## config.mk

```make
export PLATFORM = sky130hd
export DESIGN_NAME = pbc_ctrl_reg
export DESIGN_NICKNAME = d
export VERILOG_FILES = /design/src/rtl/pbc_pkg.sv /design/src/rtl/pbc_rst_timer.sv /design/src/rtl/pbc_ctrl_reg.sv
export VERILOG_INCLUDE_DIRS = /design/src /design/src/rtl
export SDC_FILE = /design/constraint.sdc
export NUM_CORES = 1
export LEC_CHECK = 0
export BUFFER_PORTS_ARGS = -buffer_cell sky130_fd_sc_hd__buf_2
export CAP_MARGIN = 10
export CORE_MARGIN = 2
export CORE_UTILIZATION = 51
export CTS_CLUSTER_SIZE = 10
export DETAILED_ROUTE_END_ITERATION = 10
export GPL_TIMING_DRIVEN = 1
export PLACE_DENSITY = 0.68
export SLEW_MARGIN = 20
export SYNTH_ARGS = -nofsm -noshare
export SYNTH_HDL_FRONTEND = slang
export SYNTH_HIERARCHICAL = 1
export SYNTH_SLANG_ARGS = --single-unit
```

## constraint.sdc

```tcl
create_clock -name mclk_i -period 4.03 [get_ports mclk_i]
set_input_delay 0.2015 -clock mclk_i [delete_from_list [all_inputs] [get_ports mclk_i]]
set_output_delay 0.2015 -clock mclk_i [all_outputs]
set_load 0.05 [all_outputs]
```

## src/rtl/pbc_defines.svh

```systemverilog
// constants of the phy basic control register block
`ifndef PBC_DEFINES_SVH
`define PBC_DEFINES_SVH
`define PBC_REG_CTRL 5'h00
`define PBC_PHY_ADDR 5'h01
`define PBC_OP_READ 2'h2
`define PBC_OP_WRITE 2'h1
`define PBC_CTRL_RST 16'h3080
`define PBC_BIT_RESET 15
`define PBC_BIT_LOOP 14
`define PBC_BIT_SPEED 13
`define PBC_BIT_AN_EN 12
`define PBC_BIT_PDOWN 11
`define PBC_BIT_ISOLATE 10
`define PBC_BIT_RESTART 9
`define PBC_BIT_DUPLEX 8
`define PBC_BIT_COLL 7
`define PBC_RSVD_HI 6
`define PBC_HDR_LAST 4'hB
`define PBC_DATA_LAST 4'hF
`define PBC_CLK_MHZ 20
`define PBC_SWRST_NS 1000
`define PBC_SWRST_CYC ((`PBC_SWRST_NS * `PBC_CLK_MHZ + 999) / 1000)
`endif

```

## src/rtl/pbc_pkg.sv

```systemverilog
// types of the phy basic control register block
package pbc_pkg;
  typedef enum logic [2:0] {
    PBC_IDLE, PBC_START, PBC_HDR, PBC_TA1, PBC_TA2, PBC_DATA
  } pbc_mgmt_state_type;

  typedef struct packed {
    logic reset;
    logic loopback;
    logic speed_100;
    logic an_enable;
    logic power_down;
    logic isolate;
    logic restart_an;
    logic duplex;
    logic coll_test;
    logic [6:0] rsvd;
  } pbc_ctrl_type;

  typedef struct packed {
    logic loopback;
    logic speed_100;
    logic full_duplex;
    logic an_enable;
    logic an_restart;
    logic power_down;
    logic isolate;
    logic soft_reset;
  } pbc_mode_type;

  typedef struct packed {
    logic [7:0] cnt;
    logic busy;
    logic done;
  } pbc_tmr_state_type;

  typedef struct packed {
    logic mdc_m, mdc_s, mdc_p;
    logic mdio_m, mdio_s;
    logic lbe_m, lbe_s, lbv_m, lbv_s, pdn_m, pdn_s;
    pbc_mgmt_state_type fsm;
    logic [3:0] cnt;
    logic [11:0] hdr;
    logic [15:0] shift;
    logic is_read;
    logic hit;
    logic mdio_out;
    logic mdio_oe_n;
    logic rst_start;
    pbc_ctrl_type ctrl;
    pbc_mode_type mode;
  } pbc_state_type;
endpackage : pbc_pkg

```

## src/rtl/pbc_rst_timer.sv

```systemverilog
// timer that stretches the software reset to its full length
`include "pbc_defines.svh"
module pbc_rst_timer import pbc_pkg::*; (
  // clock and reset
  input wire logic mclk_i,
  input wire logic rst_n_i,
  // control
  input wire logic start_i,
  output logic busy_o,
  output logic done_o
);
  localparam logic [7:0] CYC = 8'(`PBC_SWRST_CYC);
  pbc_tmr_state_type s_q, s_d;

  always_comb begin
    s_d = s_q;
    s_d.done = 1'b0;
    if (start_i) begin
      s_d.busy = 1'b1;
      s_d.cnt = CYC;
    end else if (s_q.busy) begin
      s_d.cnt = s_q.cnt - 8'h01;
      if (s_q.cnt == 8'h01) begin
        s_d.busy = 1'b0;
        s_d.done = 1'b1;
      end
    end
  end

  always_ff @(posedge mclk_i) begin
    if (!rst_n_i) begin
      s_q <= '0;
    end else begin
      s_q <= s_d;
    end
  end

  assign busy_o = s_q.busy;
  assign done_o = s_q.done;
endmodule : pbc_rst_timer

```

## src/rtl/pbc_ctrl_reg.sv

```systemverilog
// basic control register served over the management frame interface
`include "pbc_defines.svh"
module pbc_ctrl_reg import pbc_pkg::*; (
  // clock and reset
  input wire logic mclk_i,
  input wire logic rst_n_i,
  // management pins, data pin split in three
  input wire logic mdc_i,
  input wire logic mdio_i,
  output logic mdio_o,
  output logic mdio_oe_n_o,
  // hardware configuration and link power request
  input wire logic cfg_loop_override_i,
  input wire logic cfg_loop_value_i,
  input wire logic link_power_down_i,
  // auto-negotiation results
  input wire logic an_speed_100_i,
  input wire logic an_full_duplex_i,
  // mode to the rest of the device
  output pbc_mode_type mode_o
);
  pbc_state_type s_q, s_d;
  logic rst_busy;
  logic rst_done;
  logic rise;
  logic [15:0] wdata;

  function automatic logic [15:0] pbc_read_view(input pbc_ctrl_type c);
    logic [15:0] v;
    v = c;
    if (c.an_enable) begin
      v[`PBC_BIT_DUPLEX] = 1'b1;
    end
    return v;
  endfunction : pbc_read_view

  pbc_rst_timer pbc_rst_timer_inst (
    .mclk_i(mclk_i),
    .rst_n_i(rst_n_i),
    .start_i(s_q.rst_start),
    .busy_o(rst_busy),
    .done_o(rst_done)
  );

  assign rise = s_q.mdc_s & ~s_q.mdc_p;
  assign wdata = {s_q.shift[14:0], s_q.mdio_s};

  always_comb begin
    s_d = s_q;
    s_d.rst_start = 1'b0;
    // pin synchronisers
    s_d.mdc_m = mdc_i;
    s_d.mdc_s = s_q.mdc_m;
    s_d.mdc_p = s_q.mdc_s;
    s_d.mdio_m = mdio_i;
    s_d.mdio_s = s_q.mdio_m;
    s_d.lbe_m = cfg_loop_override_i;
    s_d.lbe_s = s_q.lbe_m;
    s_d.lbv_m = cfg_loop_value_i;
    s_d.lbv_s = s_q.lbv_m;
    s_d.pdn_m = link_power_down_i;
    s_d.pdn_s = s_q.pdn_m;
    // self-clearing bits
    s_d.ctrl.restart_an = 1'b0;
    if (s_q.ctrl.reset && rst_done) begin
      s_d.ctrl.reset = 1'b0;
    end
    if (rise) begin
      case (s_q.fsm)
        PBC_IDLE: begin
          // preamble ones are skipped; a zero is the start bit
          if (!s_q.mdio_s) begin
            s_d.fsm = PBC_START;
          end
        end
        PBC_START: begin
          s_d.fsm = s_q.mdio_s ? PBC_HDR : PBC_IDLE;
          s_d.cnt = 4'h0;
        end
        PBC_HDR: begin
          s_d.hdr = {s_q.hdr[10:0], s_q.mdio_s};
          s_d.cnt = s_q.cnt + 4'h1;
          if (s_q.cnt == `PBC_HDR_LAST) begin
            s_d.fsm = PBC_TA1;
          end
        end
        PBC_TA1: begin
          s_d.is_read = s_q.hdr[11:10] == `PBC_OP_READ;
          s_d.hit = s_q.hdr[9:5] == `PBC_PHY_ADDR &&
                    s_q.hdr[4:0] == `PBC_REG_CTRL;
          if (s_q.hdr[11:10] != `PBC_OP_READ &&
              s_q.hdr[11:10] != `PBC_OP_WRITE) begin
            s_d.fsm = PBC_IDLE;
          end else begin
            s_d.fsm = PBC_TA2;
          end
          if (s_d.is_read && s_d.hit) begin
            s_d.mdio_oe_n = 1'b0;
            s_d.mdio_out = 1'b0;
          end
        end
        PBC_TA2: begin
          s_d.fsm = PBC_DATA;
          s_d.cnt = 4'h0;
          if (s_q.is_read) begin
            s_d.shift = pbc_read_view(s_q.ctrl);
            s_d.mdio_out = s_d.shift[15];
            s_d.shift = {s_d.shift[14:0], 1'b0};
          end
        end
        PBC_DATA: begin
          s_d.cnt = s_q.cnt + 4'h1;
          if (s_q.is_read) begin
            s_d.mdio_out = s_q.shift[15];
            s_d.shift = {s_q.shift[14:0], 1'b0};
          end else begin
            s_d.shift = wdata;
          end
          if (s_q.cnt == `PBC_DATA_LAST) begin
            s_d.fsm = PBC_IDLE;
            s_d.mdio_oe_n = 1'b1;
            s_d.mdio_out = 1'b0;
            // a write during reset is dropped to keep defaults intact
            if (!s_q.is_read && s_q.hit && !s_q.ctrl.reset) begin
              if (wdata[`PBC_BIT_RESET]) begin
                s_d.ctrl = `PBC_CTRL_RST;
                s_d.ctrl.reset = 1'b1;
                s_d.rst_start = 1'b1;
              end else begin
                s_d.ctrl.reset = 1'b0;
                s_d.ctrl.loopback = wdata[`PBC_BIT_LOOP];
                s_d.ctrl.speed_100 = wdata[`PBC_BIT_SPEED];
                s_d.ctrl.an_enable = wdata[`PBC_BIT_AN_EN];
                s_d.ctrl.power_down = wdata[`PBC_BIT_PDOWN];
                s_d.ctrl.isolate = wdata[`PBC_BIT_ISOLATE];
                s_d.ctrl.restart_an = wdata[`PBC_BIT_RESTART];
                if (!wdata[`PBC_BIT_AN_EN]) begin
                  s_d.ctrl.duplex = wdata[`PBC_BIT_DUPLEX];
                end
                s_d.ctrl.coll_test = wdata[`PBC_BIT_COLL];
                s_d.ctrl.rsvd = wdata[`PBC_RSVD_HI:0];
              end
            end
          end
        end
        default: begin
          s_d.fsm = PBC_IDLE;
        end
      endcase
    end
    // mode drawn from the next register value so it follows writes at once
    s_d.mode.loopback = s_q.lbe_s ? s_q.lbv_s : s_d.ctrl.loopback;
    s_d.mode.an_enable = s_d.ctrl.an_enable;
    s_d.mode.speed_100 = s_d.ctrl.an_enable ? an_speed_100_i :
                         s_d.ctrl.speed_100;
    s_d.mode.full_duplex = s_d.mode.loopback ? 1'b1 :
                           s_d.ctrl.an_enable ? an_full_duplex_i :
                           s_d.ctrl.duplex;
    s_d.mode.an_restart = s_d.ctrl.restart_an;
    s_d.mode.power_down = s_d.ctrl.power_down | s_q.pdn_s;
    s_d.mode.isolate = s_d.ctrl.isolate;
    s_d.mode.soft_reset = s_d.ctrl.reset;
  end

  always_ff @(posedge mclk_i) begin
    if (!rst_n_i) begin
      s_q <= '0;
      s_q.fsm <= PBC_IDLE;
      s_q.mdio_oe_n <= 1'b1;
      s_q.ctrl <= `PBC_CTRL_RST;
      s_q.mode.an_enable <= 1'b1;
      s_q.mode.speed_100 <= 1'b1;
    end else begin
      s_q <= s_d;
    end
  end

  assign mdio_o = s_q.mdio_out;
  assign mdio_oe_n_o = s_q.mdio_oe_n;
  assign mode_o = s_q.mode;
endmodule : pbc_ctrl_reg

```

* After elaboration in Yosys (flattened, before gate mapping)
Cells that the tools add are included.
** Word-level totals
- Bits in registers :: 81
- Input port bits :: 9
- Output and inout bits :: 10
- Word-level logic and storage cells :: 127
** Operators by class
- Add/sub/neg operators :: 2
- Equality and inequality tests :: 18
- Muxes and demuxes :: 31
- Bitwise gates (word level) :: 9
- Reductions and logical operators :: 29
** Operators by type and width (count)
- 2-to-1 mux 16 bit :: 4
- case mux 16 bit (2 select lines) :: 1
- 2-to-1 mux 19 bit :: 1
- case mux 3 bit (6 select lines) :: 1
- 2-to-1 mux 17 bit :: 1
- 2-to-1 mux 3 bit :: 4
- != test 2 bit, second input constant :: 6
- AND reduction 4 bit :: 3
- 2-to-1 mux 1 bit :: 11
- AND reduction 5 bit :: 2
- equality test 4 bit, second input constant :: 2
- equality test 8 x 1 -> 1 bit, second input constant :: 1
- case mux 4 bit (2 select lines) :: 1
- nonzero test 2 bit :: 4
- subtractor 8 x 1 -> 8 bit, second input constant :: 1
- 2-to-1 mux 7 bit :: 1
- inverter 1 bit :: 7
- equality test 3 x 2 -> 1 bit, second input constant :: 2
- equality test 3 bit, second input constant :: 2
- logical AND 1 bit :: 6
- 2-to-1 mux 2 bit :: 3
- 2-to-1 mux 6 bit :: 1
- AND reduction 2 bit :: 3
- OR reduction 2 bit :: 3
- other kinds (17) :: 18

* Longest topological paths before layout
- Depth in word-level cells :: 9
- Mapped depth :: 7
- Gate-level depth less buffers :: 6

* Hierarchy
Netlist, hierarchy kept.
** Modules (own cells, without submodules)
- pbc_ctrl_reg :: instances 1, cells each 350, area each 2999.1 sq um
- pbc_rst_timer :: instances 1, cells each 46, area each 440.4 sq um

* Worst setup path before layout
Ideal clock, no wire load.
- Kind :: register to register
- From :: reg s_q[63] in the netlist's numbering
- To :: reg s_q, in the netlist mode_o[5]
- Setup time :: 0.124 ns
- Data arrival time :: 1.856 ns
- Required time :: 3.906 ns
- Setup slack :: 2.050 ns
- Stages on the path, launching flop included :: 6
- Clock period less this slack :: 1.980 ns
- Path through :: dfxtp_1 or3b_4 nor4_4 mux2_2 o211a_1 nand3b_1
** Between the ends
- Word-level cells in the longest chain between the ends :: 5
- Elaborated cells on any way between the ends :: 6
** Ends and longest elaborated chain
- start: declaration :: RTL line pbc_ctrl_reg.sv:22 : pbc_state_type s_q, s_d;
- equality test 3 bit * :: RTL line pbc_ctrl_reg.sv:69 : case (s_q.fsm)
- 2-to-1 mux 16 bit * :: RTL line pbc_ctrl_reg.sv:69
- 2-to-1 mux 16 bit * :: RTL line pbc_ctrl_reg.sv:68 : if (rise) begin
- 2-to-1 mux 1 bit, on equally long branches :: RTL line pbc_ctrl_reg.sv:157, pbc_ctrl_reg.sv:152
- 2-to-1 mux 1 bit * :: RTL line pbc_ctrl_reg.sv:156 : s_d.mode.full_duplex = s_d.mode.loopback ? 1'b1 :
Mark *: on every way between the ends. The rest lies on a longest branch, timed or not. The select of a mux whose other input is x is not followed.
A chain may end at the register's enable or synchronous reset.

* Worst setup path after layout
Same ends and word-level chain as after synthesis.

==> flow_summary.json <==
{
  "outcome": "finished, final reports clean",
  "seq_power_share": 0.541,
  "synth_edf_count": 0,
  "fin_crit_sh": 0.587,
  "clock_latency_ns": 0.35,
  "place_congestion": 0.830,
  "arrival_ns": 2.61,
  "diodes": 0,
  "placed_cell_area_mm2": 0.00350,
  "cts_htree_levels": 3,
  "avgSynthCellArea_um2": 8.69,
  "drv_cap": 0,
  "p_switching_mw": 0.317,
  "fin_ws_ns": 1.66,
  "leakagePower_nw": 1.31,
  "grt_pass1_vias": 2449,
  "rsz0062_at_grt": "false",
  "grtUsageTotal": 0.193,
  "wl_per_cell_um": 13.7,
  "ys_types": 51,
  "timing.final.hold_violations": 0,
  "io_buffers": 18,
  "fillers": 594,
  "tritoncts": "yes",
  "antenna_found_initial": 0,
  "synthCells": 396,
  "cts_hold_buf": 0,
  "fmax_ghz": 0.422,
  "worstMarginPinSlew_ns": 1.07,
  "clk_pin_slew_ns": 0.08,
  "share_comb_of_total_power": 0.031,
  "coreArea_mm2": 0.00642,
  "root_buffer": "clkbuf_8",
  "globalRouteOverflowTotal": 0,
  "cts.sinks": 81,
  "drt_iter0_markers": 157,
  "rows": 29,
  "required_ns": 4.27,
  "slew_headroom": 0.288,
  "yosysSeqAreaShare": 0.471,
  "critPathMaxFanout": 13,
  "synth_ff_type": "dfxtp_1",
  "pre_cts_ws_ns": 1.67,
  "final_max_slew_viol_count": 0,
  "period_minus_slack_ns": 2.37,
  "grt_max_degree": 48,
  "powerDensity_mw_per_mm2": 403,
  "io_pins": 19,
  "critical_path_class": "reg -> reg",
  "yosysTopAreaCell": "dfxtp_1",
  "initial_core_util": 0.536,
  "syn_area_mm2": 0.00344,
  "wl_um": 6510,
  "dpl.hpwl_um": 4080,
  "ys_ff_latch": 81,
  "fin_tns_setup_ns": 0,
  "swShare": 0.212,
  "cts_resized": 0,
  "fin_area_mm2": 0.00372,
  "crit_path_start_kind": "flip-flop",
  "cts_buffers": 9,
  "dieArea_mm2": 0.00742,
  "pwr-share-clk": 0.428,
  "ant_nets": 0,
  "vias": 2671,
  "drive_above_1_share": 0.125,
  "async_flop_share": 0,
  "area_growth_pct": 8.22,
  "nets": 409,
  "setup_violations": 0,
  "final_cells": 477,
  "viasPerCell": 5.60,
  "syn_nets": 409,
  "die_x_um": 86.1,
  "drt_pass1_iterations": 4,
  "synth_warnings": 6,
  "fin_worst_skew_ns": 0.00688,
  "dpl.cell_count": 462,
  "grt_pass1_wl_um": 11400,
  "worst_ir_drop_vdd_mv": 0.193,
  "synth_top_area_share": 0.471,
  "hold_ws_ns": 0.0505,
  "power.internal_mw": 1.18,
  "synth.area.top_cells": "dfxtp_1 (47%), a21oi_1 (5.1%), nor2_1 (4.7%)",
  "cp-end-kind": "flip-flop",
  "cts_buffer_depth": 2,
  "postCtsSetupBuffers": 0,
  "hold_path.class": "in -> reg",
  "die_h_um": 86.1,
  "drc_errors": 0
}
[cell usage in the layout (no fill, tap or decap), types with 3 or more instances in the layout]
cell type,n
inv_1,9
dfxtp_1,81
nand3b_1,5
mux2i_1,7
nand2_1,36
nor2b_1,3
ha_1,4
buf_2,18
clkbuf_8,10
xnor2_1,4
a21oi_1,35
nand3_1,30
buf_4,5
nor3b_1,9
or3_1,3
nor3_1,5
nand2b_1,9
nor4_1,3
a311oi_1,14
and2_1,12
nor2_1,43
o21ai_0,9
[cells in the mapped netlist (all sizes together) (10+ instances only)]
cell type	n
dfxtp	81
a311oi	14
nor2	43
buf	14
nand2	36
nand3	30
nor3b	10
and2	12
a21oi	35
clkbuf	20
[power groups by stage]
stage                     Clock [mW]  Sequential, mW  Combinational (mW)
after global routing           0.691           0.811              0.0514
after detailed placement           0           0.830              0.0465
final                          0.642           0.811              0.0463
after floorplan                    0           0.828              0.0359
after CTS                      0.658           0.811              0.0468
after global placement             0           0.829              0.0460
[path summary, 6_finish.rpt]
kind / to / cells past startpoint / startpoint / slack, ns
hold reg to reg: s_q[70] / 1 / s_d[70] / 0.44
hold / removal: s_d[66] / 2 / cfg_loop_value_i / 0.05
setup / recovery: mode_o[5] / 5 / s_q[63] / 1.66
setup reg to reg: mode_o[5] / 5 / s_q[63] / 1.66
[stage by stage]
stage	power (mW)	util
after floorplan	0.864	-
after global placement	0.875	0.545
after detailed placement	0.876	0.546
after CTS	1.52	0.580
after global routing	1.55	0.580
final	1.50	0.580
[routing by layer]
| layer | GRT usage | vias up | wire length [um] |
|---|---|---|---|
| li1 | - | 1375 | - |
| met3 | 0.0712 | 7 | 288 |
| met4 | 0.0534 | 0 | 68 |
| met1 | 0.249 | 1246 | 3220 |
| met2 | 0.305 | 43 | 2930 |
| met5 | 0 | - | 0 |
[state kept, by name (all words and copies together), names as in the netlist]
register,count
pbc_rst_timer_inst/busy_o,1
pbc_rst_timer_inst/done_o,1
s_d,6
mdio_oe_n_o,1
pbc_rst_timer_inst/s_q,8
mode_o,8
mdio_o,1
s_q,55
[area by class of cell]
class / count / area (um2) / area share
Clock buffer: 10 / 138 / 0.0370
Clock inverter: 5 / 80.1 / 0.0215
Inverter: 9 / 33.8 / 0.00908
Multi-Input combinational cell: 272 / 1630 / 0.437
Sequential cell: 81 / 1620 / 0.436
Tap cell: 77 / 96.3 / 0.0259
Timing Repair Buffer: 23 / 128 / 0.0343
[cells by family (layout without fill, tap and decap cells)]
logic type / after synthesis / count (layout) / synth area share
and+or+nand+nor: 180 / 180 / 0.279
DFF: 81 / 81 / 0.471
AOI/OAI and AO/OA: 74 / 74 / 0.138
buffers and inverters: 43 / 47 / 0.0582
muxes: 8 / 8 / 0.0236
xor gates and xnor gates: 6 / 6 / 0.0153
adders and majority gates: 4 / 4 / 0.0146
[critical path: stages, from the launching register on]
cell	delay (ns)
dfxtp_1	0.55
or3b_4	0.46
nor4_4	0.49
mux2_2	0.41
o211a_1	0.21
nand3b_1	0.14
Power figures use the tool's default switching activity.
